`config.mk`:
```
export PLATFORM = sky130hd
export DESIGN_NAME = asp_ctrl
export DESIGN_NICKNAME = d
export VERILOG_FILES = /design/src/asp_pkg.sv /design/src/asp_ctrl.sv
export SDC_FILE = /design/constraint.sdc
export NUM_CORES = 1
export LEC_CHECK = 0
export BUFFER_PORTS_ARGS = -buffer_cell sky130_fd_sc_hd__buf_2
export CORE_ASPECT_RATIO = 0.8
export CORE_MARGIN = 8
export CORE_UTILIZATION = 35
export CTS_BUF_LIST = sky130_fd_sc_hd__clkbuf_4
export CTS_CLUSTER_DIAMETER = 80
export DETAILED_ROUTE_END_ITERATION = 10
export REMOVE_ABC_BUFFERS = 1
export SLEW_MARGIN = 0
export SYNTH_ARGS = -nofsm -noshare
export SYNTH_HDL_FRONTEND = slang
export SYNTH_SLANG_ARGS = --single-unit
```
`constraint.sdc`:
```
create_clock -name clk_i -period 1.85 [get_ports clk_i]
set_clock_uncertainty 0.15 [all_clocks]
set_input_delay 0.37 -clock clk_i [delete_from_list [all_inputs] [get_ports clk_i]]
set_output_delay 0.37 -clock clk_i [all_outputs]
set_load 0.05 [all_outputs]
```
`src/asp_pkg.sv`:
```
// asp_pkg: constants, types and timing arithmetic for the async sram host port.
// assumes a single 20 MHz clock and a 32k x 8 asynchronous static ram on the pins.
package asp_pkg;

  localparam int ASP_INDEX_W      = 15;
  localparam int ASP_DATA_W       = 8;
  localparam int ASP_WORDS        = 32768;
  localparam int ASP_CLK_PERIOD_NS = 50;
  localparam int ASP_GRADES       = 3;

  // per speed grade, fastest first; the four scalar limits after the arrays apply to every grade
  localparam int ASP_ADDR_ACCESS_MAX_NS[ASP_GRADES]     = '{12, 15, 20};
  localparam int ASP_SEL_ACCESS_MAX_NS[ASP_GRADES]      = '{12, 15, 20};
  localparam int ASP_OE_ACCESS_MAX_NS[ASP_GRADES]       = '{6, 7, 8};
  localparam int ASP_DESELECT_TO_FLOAT_MAX_NS[ASP_GRADES] = '{8, 9, 10};
  localparam int ASP_OE_TO_FLOAT_MAX_NS[ASP_GRADES]     = '{6, 7, 8};
  localparam int ASP_STROBE_TO_FLOAT_MAX_NS[ASP_GRADES] = '{8, 9, 10};
  localparam int ASP_WRITE_PULSE_MIN_NS[ASP_GRADES]     = '{9, 10, 15};
  localparam int ASP_INDEX_TO_END_MIN_NS[ASP_GRADES]    = '{9, 10, 15};
  localparam int ASP_SEL_TO_END_MIN_NS[ASP_GRADES]      = '{9, 10, 15};
  localparam int ASP_DATA_OVERLAP_MIN_NS[ASP_GRADES]    = '{6, 7, 8};
  localparam int ASP_INDEX_SETUP_MIN_NS  = 0;
  localparam int ASP_DATA_HOLD_MIN_NS    = 0;
  localparam int ASP_WRITE_RECOVERY_MIN_NS = 0;
  localparam int ASP_INDEX_CHANGE_HOLD_MIN_NS = 3;

  typedef enum logic [2:0] {
    ASP_IDLE      = 3'b000,
    ASP_WR_SETUP  = 3'b001,
    ASP_WR_STROBE = 3'b010,
    ASP_WR_HOLD   = 3'b011,
    ASP_RD_ACCESS = 3'b100,
    ASP_TURN      = 3'b101
  } asp_state_e;

  typedef struct packed {
    logic                  sel_n;
    logic                  strobe_n;
    logic                  drive_en_n;
    logic [ASP_INDEX_W-1:0] word_index;
    logic [ASP_DATA_W-1:0]  wdata;
    logic                  wdata_oe;
  } asp_pins_s;

  localparam asp_pins_s ASP_PINS_RST = '{
    sel_n: 1'b1, strobe_n: 1'b1, drive_en_n: 1'b1,
    word_index: '0, wdata: '0, wdata_oe: 1'b0
  };

  // whole clock periods, rounded up, never below one
  function automatic int asp_cycles(input int ns);
    int c;
    c = (ns + ASP_CLK_PERIOD_NS - 1) / ASP_CLK_PERIOD_NS;
    return (c < 1) ? 1 : c;
  endfunction

  function automatic int asp_max2(input int a, input int b);
    return (a > b) ? a : b;
  endfunction

endpackage

```
`src/asp_ctrl.sv`:
```
// asp_ctrl: clocked host that runs single reads and writes on an async 32k x 8 sram.
// assumes the ram pins are wired straight to this block and the user side is synchronous.
// Summary of operation
// - strobe stays high through every read access
// - a write lasts only while select and strobe are both low
// - strobe low time covers pulse minimum, or float plus overlap when enable low
// - host never drives write data while the device may still drive
// - write index stable 9/10/15 ns before write end, zero setup
// - select held low 9/10/15 ns before write end
// - write data stable 6/7/8 ns before write end, zero hold
// - recovery counted from earlier of select or strobe rising
// - index changes only while strobe or select is high
`timescale 1ns/1ns
module asp_ctrl
  import asp_pkg::*;
#(
  parameter int GRADE = 2,
  parameter int CNT_W = 4
) (
  input  wire logic                   clk_i,
  input  wire logic                   reset_n_i,
  input  wire logic                   req_valid_i,
  input  wire logic                   req_write_i,
  input  wire logic [ASP_INDEX_W-1:0] req_index_i,
  input  wire logic [ASP_DATA_W-1:0]  req_wdata_i,
  output logic                        req_ready_o,
  output logic                        rsp_valid_o,
  output logic [ASP_DATA_W-1:0]       rsp_rdata_o,
  output logic                        sel_n_o,
  output logic                        strobe_n_o,
  output logic                        drive_en_n_o,
  output logic [ASP_INDEX_W-1:0]      word_index_o,
  input  wire logic [ASP_DATA_W-1:0]  shared_byte_lines_i,
  output logic [ASP_DATA_W-1:0]       shared_byte_lines_o,
  output logic                        shared_byte_lines_oe_o
);

  // interval counts
  // output enable stays high during writes, so the plain pulse minimum governs the strobe
  localparam int WR_SETUP_CYC = asp_cycles(ASP_INDEX_SETUP_MIN_NS);
  localparam int WR_PULSE_CYC = asp_cycles(asp_max2(
      asp_max2(ASP_WRITE_PULSE_MIN_NS[GRADE], ASP_DATA_OVERLAP_MIN_NS[GRADE]),
      asp_max2(ASP_INDEX_TO_END_MIN_NS[GRADE], ASP_SEL_TO_END_MIN_NS[GRADE])));
  localparam int WR_HOLD_CYC  = asp_cycles(asp_max2(ASP_DATA_HOLD_MIN_NS,
                                                    ASP_WRITE_RECOVERY_MIN_NS));
  localparam int RD_CYC       = asp_cycles(asp_max2(
      asp_max2(ASP_ADDR_ACCESS_MAX_NS[GRADE], ASP_SEL_ACCESS_MAX_NS[GRADE]),
      ASP_OE_ACCESS_MAX_NS[GRADE]));
  localparam int TURN_CYC     = asp_cycles(asp_max2(ASP_DESELECT_TO_FLOAT_MAX_NS[GRADE],
                                                    ASP_OE_TO_FLOAT_MAX_NS[GRADE]));
  localparam int MAX_CYC      = asp_max2(asp_max2(WR_PULSE_CYC, RD_CYC),
                                         asp_max2(TURN_CYC, asp_max2(WR_SETUP_CYC,
                                                                     WR_HOLD_CYC)));

  if (GRADE < 0 || GRADE >= ASP_GRADES) begin : g_bad_grade
    $error("asp_ctrl: GRADE out of range");
  end
  if (MAX_CYC > (1 << CNT_W)) begin : g_bad_cnt
    $error("asp_ctrl: CNT_W too narrow for timing counts");
  end
  if ((1 << ASP_INDEX_W) != ASP_WORDS) begin : g_bad_words
    $error("asp_ctrl: index width does not span the array");
  end

  localparam logic [CNT_W-1:0] WR_SETUP_LD = CNT_W'(WR_SETUP_CYC - 1);
  localparam logic [CNT_W-1:0] WR_PULSE_LD = CNT_W'(WR_PULSE_CYC - 1);
  localparam logic [CNT_W-1:0] WR_HOLD_LD  = CNT_W'(WR_HOLD_CYC - 1);
  localparam logic [CNT_W-1:0] RD_LD       = CNT_W'(RD_CYC - 1);
  localparam logic [CNT_W-1:0] TURN_LD     = CNT_W'(TURN_CYC - 1);

  // counters load n-1 and run down;
  // zero marks the last cycle, so a count of one still spans a full cycle
  function automatic logic cnt_last(input logic [CNT_W-1:0] c);
    return (c == '0);
  endfunction

  asp_state_e              state_ff, nxt_state;
  logic [CNT_W-1:0]        cnt_ff, nxt_cnt;
  asp_pins_s               pins_ff, nxt_pins;
  logic                    ready_ff, nxt_ready;
  logic                    rsp_valid_ff, nxt_rsp_valid;
  logic [ASP_DATA_W-1:0]   rsp_rdata_ff, nxt_rsp_rdata;

  always_comb begin
    nxt_state     = state_ff;
    nxt_cnt       = cnt_ff;
    nxt_pins      = pins_ff;
    nxt_ready     = 1'b0;
    nxt_rsp_valid = 1'b0;
    nxt_rsp_rdata = rsp_rdata_ff;
    case (state_ff)
      ASP_IDLE: begin
        nxt_ready = 1'b1;
        if (req_valid_i && ready_ff) begin
          nxt_ready           = 1'b0;
          nxt_pins.word_index = req_index_i;
          nxt_pins.sel_n      = 1'b0;
          nxt_pins.strobe_n   = 1'b1;
          if (req_write_i) begin
            nxt_pins.drive_en_n = 1'b1;
            nxt_pins.wdata      = req_wdata_i;
            nxt_state           = ASP_WR_SETUP;
            nxt_cnt             = WR_SETUP_LD;
          end else begin
            nxt_pins.drive_en_n = 1'b0;
            nxt_state           = ASP_RD_ACCESS;
            nxt_cnt             = RD_LD;
          end
        end
      end
      ASP_WR_SETUP: begin
        if (!cnt_last(cnt_ff)) begin
          nxt_cnt = cnt_ff - 1'b1;
        end else begin
          // data driven only with enable high
          nxt_pins.strobe_n = 1'b0;
          nxt_pins.wdata_oe = 1'b1;
          nxt_state         = ASP_WR_STROBE;
          nxt_cnt           = WR_PULSE_LD;
        end
      end
      ASP_WR_STROBE: begin
        if (!cnt_last(cnt_ff)) begin
          nxt_cnt = cnt_ff - 1'b1;
        end else begin
          nxt_pins.strobe_n = 1'b1;
          nxt_state         = ASP_WR_HOLD;
          nxt_cnt           = WR_HOLD_LD;
        end
      end
      ASP_WR_HOLD: begin
        if (!cnt_last(cnt_ff)) begin
          nxt_cnt = cnt_ff - 1'b1;
        end else begin
          nxt_pins.sel_n    = 1'b1;
          nxt_pins.wdata_oe = 1'b0;
          nxt_state         = ASP_IDLE;
          nxt_ready         = 1'b1;
        end
      end
      ASP_RD_ACCESS: begin
        if (!cnt_last(cnt_ff)) begin
          nxt_cnt = cnt_ff - 1'b1;
        end else begin
          nxt_rsp_rdata       = shared_byte_lines_i;
          nxt_rsp_valid       = 1'b1;
          nxt_pins.sel_n      = 1'b1;
          nxt_pins.drive_en_n = 1'b1;
          nxt_state           = ASP_TURN;
          nxt_cnt             = TURN_LD;
        end
      end
      ASP_TURN: begin
        if (!cnt_last(cnt_ff)) begin
          nxt_cnt = cnt_ff - 1'b1;
        end else begin
          nxt_state = ASP_IDLE;
          nxt_ready = 1'b1;
        end
      end
      default: begin
        nxt_state = ASP_IDLE;
        nxt_cnt   = '0;
        nxt_pins  = ASP_PINS_RST;
      end
    endcase
  end

  always_ff @(posedge clk_i or negedge reset_n_i) begin
    if (!reset_n_i) begin
      state_ff     <= ASP_IDLE;
      cnt_ff       <= '0;
      pins_ff      <= ASP_PINS_RST;
      ready_ff     <= 1'b1;
      rsp_valid_ff <= 1'b0;
      rsp_rdata_ff <= '0;
    end else begin
      state_ff     <= nxt_state;
      cnt_ff       <= nxt_cnt;
      pins_ff      <= nxt_pins;
      ready_ff     <= nxt_ready;
      rsp_valid_ff <= nxt_rsp_valid;
      rsp_rdata_ff <= nxt_rsp_rdata;
    end
  end

  assign sel_n_o                = pins_ff.sel_n;
  assign strobe_n_o             = pins_ff.strobe_n;
  assign drive_en_n_o           = pins_ff.drive_en_n;
  assign word_index_o           = pins_ff.word_index;
  assign shared_byte_lines_o    = pins_ff.wdata;
  assign shared_byte_lines_oe_o = pins_ff.wdata_oe;
  assign req_ready_o            = ready_ff;
  assign rsp_valid_o            = rsp_valid_ff;
  assign rsp_rdata_o            = rsp_rdata_ff;

endmodule

```
==> results of run 1 <==
## how the worst max path moves through the flow
stage / startpoint / to / cells past startpoint
2_1_floorplan: state_ff[2] / word_index_o[0] / 3
3_3_place_gp: cnt_ff[0] / cnt_ff[3] / 6
3_5_place_dp: cnt_ff[0] / cnt_ff[3] / 6
4_1_cts: cnt_ff[0] / cnt_ff[3] / 6
5_1_grt: cnt_ff[1] / cnt_ff[3] / 6
6_report: cnt_ff[0] / cnt_ff[3] / 6
## layer usage
metal,routed length (um),track usage [%]
met4,37,3.29
met3,358,4.58
met5,0,0
met2,2150,18.1
met1,2170,13.6
## per-stage QoR
step / setup TNS (ns) / power, mW / instances / worst slack, ns
after floorplan: -9.52 / 4.04 / 182 / -0.633
after global placement: 0 / 5.00 / 349 / 0.0410
after detailed placement: 0 / 5.03 / 349 / 0.0115
after CTS: 0 / 5.65 / 358 / 0.00346
after global routing: -0.0255 / 6.14 / 360 / -0.0152
final: 0 / 5.73 / 360 / 0.0521
## area by class of cell
type / instances / area (um2) / share of cell area (%)
tap: 78 / 97.6 / 3.66
clock buffer: 5 / 37.5 / 1.41
clock inverter: 3 / 42.5 / 1.59
sequential: 44 / 1110 / 41.4
inverter: 12 / 45.0 / 1.69
timing repair buffer: 92 / 528 / 19.8
multi-input combinational: 126 / 812 / 30.4
## cells by family (layout without fill, tap and decap cells)
| group | count (synthesis) | in the layout | share of synthesized area, % |
|---|---|---|---|
| and+or+nand+nor | 66 | 66 | 16.6 |
| AOI/OAI and AO/OA | 49 | 49 | 15.8 |
| DFF | 44 | 44 | 56.5 |
| buffers and inverters | 24 | 112 | 4.92 |
| muxes | 8 | 8 | 4.60 |
| xor gates and xnor gates | 2 | 2 | 0.895 |
| adders and majority gates | 1 | 1 | 0.639 |
## worst max-delay path: stages, from the launching register on
cell      delay [ns]
dfrtp_1         0.41
inv_2           0.06
ha_2            0.18
or3b_4          0.38
a211o_1         0.29
o211ai_2        0.11
o211ai_1        0.12
## state kept, by name, indices dropped and copies added, names as in the netlist, 3 cells and up
signal and count:
rsp_rdata_o 8, shared_byte_lines_o 8, word_index_o 15, cnt_ff 4
state_ff 3
## power by group through the flow
stage               clock (mW)  sequential [mW]  combinational, mW
global placement             0             1.73               3.26
CTS                      0.618             1.71               3.32
finish                   0.593             1.72               3.41
floorplan                    0             2.99               1.04
detailed placement           0             1.73               3.30
global route             0.655             1.79               3.70
## layout by cell type (no fill, tap or decap), types with 2 or more instances in the layout
master / instances
o32a_1: 2
dfrtp_1: 40
a21oi_1: 5
nand2_1: 36
buf_2: 71
o21bai_1: 2
inv_1: 10
nand3_1: 9
nor2_1: 7
mux2_1: 2
nor3b_1: 2
clkbuf_4: 5
mux2_2: 6
o21ai_1: 27
nand4_1: 2
inv_2: 2
or3_1: 2
buf_4: 19
dfstp_2: 4
## what timing repair did
item,4_1_cts,5_1_grt
hold buffers,1,0
endpoints found under the setup margin,1,13
endpoints found under the hold margin,40,0
pin swaps,1,2
gates resized for setup,1,6
gates cloned,0,0
setup buffers,0,2
==> flow_summary_export.csv, run 1 <==
group,metric,value,unit
clock_network,insertion_delay,0.35,ns
timing,fin_crit_sh,97.2,%
clock_network,cts.sinks,44,
timing,hold_ws,0.0766,ns
setup_path,critPathLaunchType,"register",
placed_design,place_hpwl,3440,um
placed_design,place.gp.congestion,0.812,
pwr,powerDensity,2150,mW/mm2
final_layout,fin_util,49.1,%
logic_synthesis,seq_area_frac_synth,56.5,%
setup_path,reg2reg_slack,0.05,ns
route,dr.pass1.iters,4,
clock_network,cts_tree,"built",
timing,maxSlewHeadroom,67.7,%
logic_synthesis,yosysUniqueCellTypes,43,
setup_path,reg2reg_from,"cnt_ff[0]",
die,dieArea,0.00826,mm2
placed_design,place_area,0.00251,mm2
die,die_y,82.9,um
logic_synthesis,ys_warn_count,0,
setup_path,crit_type,"register to register",
route,num_vias,1660,
die,fp.dieW,99.6,um
job,max_cap_viol_count,0,
die,rows,24,
global_route,grt_use_total,11.3,%
route,drtIter0Drc,73,
final_layout,drive_above_1_share,42.6,%
final_layout,antennaDiodeCount,0,
logic_synthesis,syn_avg_cell_area,10.1,um2
route,wl_per_cell,13.1,um
timing,setup_viol,0,
logic_synthesis,async_flop_share,100,%
min_path,hold_path_class,"input pin to register",
clock_network,clockBufferDepth,2,
outcome,status,"complete, no violations",
pwr,power_leakage,1.33,nW
final_layout,nets,317,
logic_synthesis,synth_top_area_share,51.1,%
timing,slew_violations,0,
setup_path,ff2ff_path_depth,6,
route,routed_via_density,4.61,
pwr,switching_share,50.7,%
placed_design,io_buffers,71,
clock_network,numCtsBuffers,5,
final_layout,fin_area,0.00267,mm2
pwr,vdd_drop_max,0.637,mV
setup_path,critPathMaxFanout,4,
die,core,0.00544,mm2
setup_path,rr_endpoint,"cnt_ff[3]",
clock_network,root_buffer,"clkbuf_4",
global_route,antenna_found_initial,0,
logic_synthesis,ys_seq_elements,44,
logic_synthesis,ys_top_cells_by_area,"dfrtp_1 51%, nand2_1 6.9%, o21ai_1 6.9%",
global_route,grt_max_degree,45,
timing,rsz0062_at_grt,"yes",
logic_synthesis,synth_flop_cell,"dfrtp_1",
final_layout,fill_cells,519,
pwr,sequentialPowerShare,30.1,%
logic_synthesis,synth_area_leader_cell,"dfrtp_1",
setup_path,crit_path_end_kind,"register",
logic_synthesis,netlist_top_cells_count,"40 x dfrtp_1, 36 x nand2_1, 27 x o21ai_1",
clock_network,clk_pin_slew,0.13,ns
min_path,whs_path_depth,2,
timing,worst_pin_slew,0.485,ns
clock_network,cts_max_level,2,
pwr,power.net_switching,2.90,mW
route,route.detailed.drc,0,
pwr,internal-power,2.82,mW
die,start_util,36.0,%
timing,hold_violations,0,
logic_synthesis,synth-edff-count,0,
min_path,worstHoldStart,"shared_byte_lines_i[1]",
logic_synthesis,yosysMostFrequentCell,"dfrtp_1",
timing,fin_crit,1.80,ns
logic_synthesis,syn_inst,194,
setup_path,cp_data_required_time,1.94,ns
setup_path,cp.arrival,1.88,ns
pwr,comb_power_share,59.5,%
global_route,overflow,0,
min_path,hold_end,"rsp_rdata_o[1]",
route,drtAntennaViolNets,0,
global_route,first_global_vias,1676,
die,ios,72,
logic_synthesis,netlist_area,0.00196,mm2
route,postRouteWirelength,4710,um
final_layout,syn_to_final_growth,36.3,%
timing,fmax,556,MHz
pwr,pwr-share-clk,10.4,%
global_route,grt_first_pass_wirelength,7850,um
Power figures use the tool's default switching activity.
==> inputs of run 2 (changes only) <==
--- a/config.mk
+++ b/config.mk
@@ -9,7 +9,7 @@
 export CORE_ASPECT_RATIO = 0.8
 export CORE_MARGIN = 8
 export CORE_UTILIZATION = 35
-export CTS_BUF_LIST = sky130_fd_sc_hd__clkbuf_4
+export CTS_BUF_LIST = sky130_fd_sc_hd__clkbuf_4 sky130_fd_sc_hd__clkbuf_8
 export CTS_CLUSTER_DIAMETER = 80
 export DETAILED_ROUTE_END_ITERATION = 10
 export REMOVE_ABC_BUFFERS = 1
==> run 2 against run 1 <==
Final cell count unchanged; cell area is 1.5% higher; setup slack lost 0.0059 ns; largest cell class unchanged; largest power group unchanged; global-route usage about the same; via count is 0.60% higher; fmax down 0.33%; power increased by 3.3%; wire length is 0.17% higher; non-clock buffer count unchanged; die area is the same; sequential cell count did not move; first-iteration DRC count increased by 2.7%.
==> flow_summary_export.csv, run 2 (synthesis gave the netlist of run 1 again) <==
group,metric,value,unit
clock_network,root_buffer,"clkbuf_8",
pwr,switching_share,49.5,%
clock_network,cts.sinks,44,
setup_path,crit_type,"register to register",
placed_design,io_buffers,71,
timing,setup_viol,0,
global_route,first_global_vias,1664,
timing,rsz0062_at_grt,"yes",
final_layout,final_cell_mix,"71 x buf_2, 40 x dfrtp_1, 36 x nand2_1, 27 x o21ai_1, 19 x buf_4",
clock_network,insertion_delay,0.29,ns
pwr,p_total,5.91,mW
final_layout,antennaDiodeCount,0,
global_route,antenna_found_initial,0,
final_layout,fill_cells,504,
placed_design,place.gp.congestion,0.812,
pwr,power.net_switching,2.93,mW
placed_design,pre_cts_ws,0.0115,ns
pwr,power_leakage,1.35,nW
die,rows,24,
route,num_vias,1670,
setup_path,critPathLaunchType,"register",
pwr,pwr-share-clk,13.1,%
route,routed_via_density,4.64,
final_layout,largest_reg_flops,15,
setup_path,critPathMaxFanout,4,
global_route,grt_max_degree,45,
job,max_cap_viol_count,0,
route,route.detailed.drc,0,
setup_path,reg2reg_from,"cnt_ff[0]",
global_route,grt_first_pass_wirelength,7820,um
final_layout,nets,317,
setup_path,cp-startpoint,"cnt_ff[0]",
timing,fin_crit,1.80,ns
setup_path,reg2reg_slack,0.05,ns
global_route,overflow,0,
setup_path,crit_path_end_kind,"register",
route,dr.pass1.iters,5,
timing,layout_setup_ws,0.0462,ns
clock_network,cts_max_level,2,
setup_path,rr_endpoint,"cnt_ff[3]",
clock_network,cts_tree,"built",
pwr,sequentialPowerShare,29.3,%
die,fp.dieW,99.6,um
min_path,hold_path_class,"input pin to register",
timing,worst_pin_slew,0.490,ns
die,ios,72,
clock_network,numCtsBuffers,5,
setup_path,ff2ff_path_depth,6,
placed_design,place_hpwl,3440,um
final_layout,layout_commonest_cell,"buf_2",
timing,hold_violations,0,
route,drtIter0Drc,75,
timing,fin_crit_sh,97.5,%
final_layout,drive_above_1_share,42.9,%
route,postRouteWirelength,4720,um
global_route,grt_use_total,11.3,%
outcome,status,"complete, no violations",
die,die_y,82.9,um
die,core,0.00544,mm2
clock_network,clk_pin_slew,0.08,ns
placed_design,placedCellCount,349,
timing,slew_violations,0,
setup_path,cp.arrival,1.83,ns
route,drtAntennaViolNets,0,
clock_network,clockBufferDepth,2,
route,wl_per_cell,13.1,um
final_layout,stdcell_count,360,
setup_path,cp_data_required_time,1.87,ns
pwr,vdd_drop_max,0.729,mV
pwr,comb_power_share,57.7,%
die,start_util,36.0,%
timing,maxSlewHeadroom,67.4,%
pwr,internal-power,2.98,mW
final_layout,syn_to_final_growth,38.4,%
timing,fmax,554,MHz
setup_path,crit_path_end,"cnt_ff[3]",
pwr,powerDensity,2180,mW/mm2
die,dieArea,0.00826,mm2
[run 2: area by class of cell]
class / instances / area, um2 / share of cell area (%)
timing repair buffer: 92 / 528 / 19.5
sequential: 44 / 1110 / 40.8
inverter: 12 / 45.0 / 1.66
tap: 78 / 97.6 / 3.60
clock buffer: 6 / 82.6 / 3.05
clock inverter: 2 / 38.8 / 1.43
multi-input combinational: 126 / 812 / 30.0
[run 2: worst max-delay path: stages, from the launching register on]
cell      delay [ns]
dfrtp_1         0.39
inv_2           0.07
ha_2            0.18
or3b_4          0.38
a211o_1         0.29
o211ai_2        0.12
o211ai_1        0.12
[run 2: timing repair]
action | 4_1_cts | 5_1_grt
endpoints found under the setup margin | 1 | 12
hold buffers | 1 | 0
hold endpoints to repair | 40 | 0
setup buffers | 0 | 2
gates resized for setup | 1 | 6
pin swaps | 1 | 2
[run 2: power groups by stage]
stage / clock network [mW] / logic [mW] / registers [mW]
CTS: 0.794 / 3.32 / 1.72
detailed placement: 0 / 3.30 / 1.73
floorplan: 0 / 1.04 / 2.99
global placement: 0 / 3.26 / 1.73
finish: 0.772 / 3.41 / 1.73
global route: 0.826 / 3.70 / 1.79
[run 2: through the flow]
step / hold slack [ns] / util (%) / TNS (ns) / cell area (um2)
after floorplan: -0.0756 / - / -9.52 / 1910
after global placement: 0.220 / 46.3 / 0 / 2510
after detailed placement: 0.221 / 46.3 / 0 / 2510
after CTS: 0.131 / 48.7 / 0 / 2650
after global routing: 0.135 / 49.9 / -0.0184 / 2710
final: 0.138 / 49.9 / 0 / 2710
[run 2: worst min path at each step]
stage,start,endpoint,slack (ns),cells after the start
after global routing,shared_byte_lines_i[1],rsp_rdata_o[1],0.14,2
after CTS,shared_byte_lines_i[1],rsp_rdata_o[1],0.13,2
final,shared_byte_lines_i[1],rsp_rdata_o[1],0.14,2
after detailed placement,reset_n_i,cnt_ff[0],0.22,2
after floorplan,reset_n_i,cnt_ff[0],-0.08,0
after global placement,reset_n_i,cnt_ff[0],0.22,2
[run 2: metal layers]
| metal | wire [um] | vias up | part of all wire [%] | global-route usage [%] |
|---|---|---|---|---|
| met5 | 0 | - | 0 | 0 |
| met4 | 36 | 0 | 0.76 | 3.70 |
| met3 | 370 | 5 | 7.8 | 4.42 |
| met2 | 2140 | 51 | 45 | 18.0 |
| met1 | 2170 | 774 | 46 | 13.6 |
| li1 | - | 840 | - | - |
==> inputs of run 3 (changes only) <==
--- a/config.mk
+++ b/config.mk
@@ -5,13 +5,13 @@
 export SDC_FILE = /design/constraint.sdc
 export NUM_CORES = 1
 export LEC_CHECK = 0
-export BUFFER_PORTS_ARGS = -buffer_cell sky130_fd_sc_hd__buf_2
-export CORE_ASPECT_RATIO = 0.8
+export CORE_ASPECT_RATIO = 1.2
 export CORE_MARGIN = 8
 export CORE_UTILIZATION = 35
 export CTS_BUF_LIST = sky130_fd_sc_hd__clkbuf_4 sky130_fd_sc_hd__clkbuf_8
 export CTS_CLUSTER_DIAMETER = 80
 export DETAILED_ROUTE_END_ITERATION = 10
+export DONT_BUFFER_PORTS = 1
 export REMOVE_ABC_BUFFERS = 1
 export SLEW_MARGIN = 0
 export SYNTH_ARGS = -nofsm -noshare
==> run 3 against run 2 <==
The run now ends with negative setup slack left; final cell count down 24%; critical path type unchanged; critical endpoint unchanged; first-iteration DRC count up 8.0%; via count down 15%; global-route usage down 0.57 points; sequential share of layout area up 7.0 points; die area about the same.
==> flow_summary_export.csv, run 3 (synthesis gave the netlist of run 1 again) <==
group,metric,value,unit
outcome,status,"finished with violations",
outcome,violations,"negative setup slack",
global_route,antenna_found_initial,0,
route,drtIter0Drc,81,
setup_path,critPathLaunchType,"register",
die,core,0.00552,mm2
global_route,grt_use_total,10.7,%
clock_network,cts_tree,"built",
final_layout,drive_above_1_share,23.2,%
die,start_util,35.5,%
die,fp.dieW,84.3,um
clock_network,cts_max_level,2,
final_layout,nets,246,
route,wl_per_cell,16.5,um
setup_path,critPathBufInv,1,
setup_path,crit_family,"compound AO/OA/AOI/OAI gates",
placed_design,place.gp.congestion,0.786,
setup_path,cpPeakStageDelay,0.40,ns
final_layout,fill_cells,529,
setup_path,slowest_stage,"dfrtp_1",
setup_path,crit_path_end_kind,"register",
timing,hold_violations,0,
die,dieArea,0.00825,mm2
final_layout,largest_reg_flops,15,
min_path,worstHoldStart,"req_wdata_i[3]",
job,max_cap_viol_count,0,
final_layout,layout_commonest_cell,"dfrtp_1",
placed_design,io_buffers,0,
timing,maxSlewHeadroom,65.8,%
timing,slew_violations,0,
timing,fmax,537,MHz
route,num_vias,1418,
setup_path,reg2reg_from,"cnt_ff[1]",
setup_path,cp_data_required_time,1.88,ns
setup_path,crit_type,"register to register",
final_layout,antennaDiodeCount,0,
die,rows,30,
setup_path,crit_chain,"inv_1 -> ha_2 -> or3b_4 -> a211o_1 -> o211ai_2 -> o211ai_1",
timing,worst_pin_slew,0.513,ns
route,route.detailed.drc,0,
route,dr.pass1.iters,4,
route,postRouteWirelength,4550,um
timing,setup_viol,1,
clock_network,root_buffer,"clkbuf_8",
placed_design,place_hpwl,3320,um
die,ios,72,
route,routed_via_density,5.16,
global_route,grt_max_degree,45,
setup_path,cp-startpoint,"cnt_ff[1]",
setup_path,critPathMaxFanout,4,
global_route,first_global_vias,1386,
placed_design,pre_cts_ws,-0.0129,ns
timing,rsz0062_at_grt,"yes",
global_route,overflow,0,
min_path,hold_path_class,"input pin to register",
clock_network,clk_pin_slew,0.09,ns
clock_network,numCtsBuffers,5,
final_layout,final_cell_mix,"40 x dfrtp_1, 36 x nand2_1, 26 x o21ai_1, 18 x buf_4, 10 x inv_1",
timing,layout_setup_ws,-0.0133,ns
global_route,grt_first_pass_wirelength,7330,um
setup_path,cp.arrival,1.89,ns
clock_network,clockBufferDepth,2,
route,drtAntennaViolNets,0,
die,die_y,97.9,um
timing,fin_crit,1.86,ns
clock_network,cts.sinks,44,
clock_network,insertion_delay,0.30,ns
final_layout,syn_to_final_growth,18.1,%
timing,fin_crit_sh,101,%
[run 3: repair_timing]
item | in CTS | in global routing
pin swaps | 1 | 4
hold buffers | 2 | 0
hold endpoints to repair | 44 | 0
endpoints found under the setup margin | 1 | 13
buffers inserted | 0 | 1
resized for setup | 1 | 5
[run 3: layer usage]
| layer | GRT usage (%) | up-vias | share of wire (%) |
|---|---|---|---|
| met5 | 0 | - | 0 |
| met4 | 3.60 | 0 | 0.92 |
| met3 | 4.83 | 5 | 9.5 |
| met2 | 17.7 | 49 | 50 |
| met1 | 11.9 | 665 | 39 |
| li1 | - | 699 | - |
[run 3: worst register-to-register path: stages (launching register included)]
cell and delay, ns:
dfrtp_1 0.40, inv_1 0.07, ha_2 0.18, or3b_4 0.39, a211o_1 0.33, o211ai_2 0.12
o211ai_1 0.11
[run 3: per-stage QoR]
| step | utilization (%) | TNS [ns] | cells | instance area, um2 | hold slack (ns) |
|---|---|---|---|---|---|
| finish | 41.9 | -0.0133 | 275 | 2310 | 0.0421 |
| global route | 41.9 | -0.333 | 275 | 2310 | 0.0323 |
| CTS | 41.3 | 0 | 274 | 2280 | 0.0362 |
| global placement | 38.8 | 0 | 264 | 2140 | -0.0743 |
| detailed placement | 38.8 | -0.0129 | 264 | 2140 | -0.0743 |
| floorplan | - | -9.52 | 182 | 1910 | -0.0756 |
[run 3: path summary, 6_finish.rpt]
check | depth (start not counted) | slack [ns] | end
worst max-delay path | 6 | -0.01 | cnt_ff[3]
worst min-delay path | 2 | 0.04 | shared_byte_lines_o[3]
worst max register to register | 6 | -0.01 | cnt_ff[3]
worst min register to register | 2 | 0.39 | cnt_ff[0]
max in group asynchronous | 2 | 0.85 | drive_en_n_o
min in group asynchronous | 2 | 0.45 | word_index_o[0]
[run 3: area by class of cell]
cell class	instances	area (um2)	area share, %
repair buffers	21	193	8.33
inverters	12	45.0	1.95
well taps	64	80.1	3.46
clock inverters	1	7.51	0.324
flip-flops and latches	44	1110	47.8
clock buffers	7	90.1	3.89
multi-input cells	126	792	34.2
Power of run 3 is not shown: default switching activity piles up to over one toggle a cycle in this logic, so the estimate is an artifact.
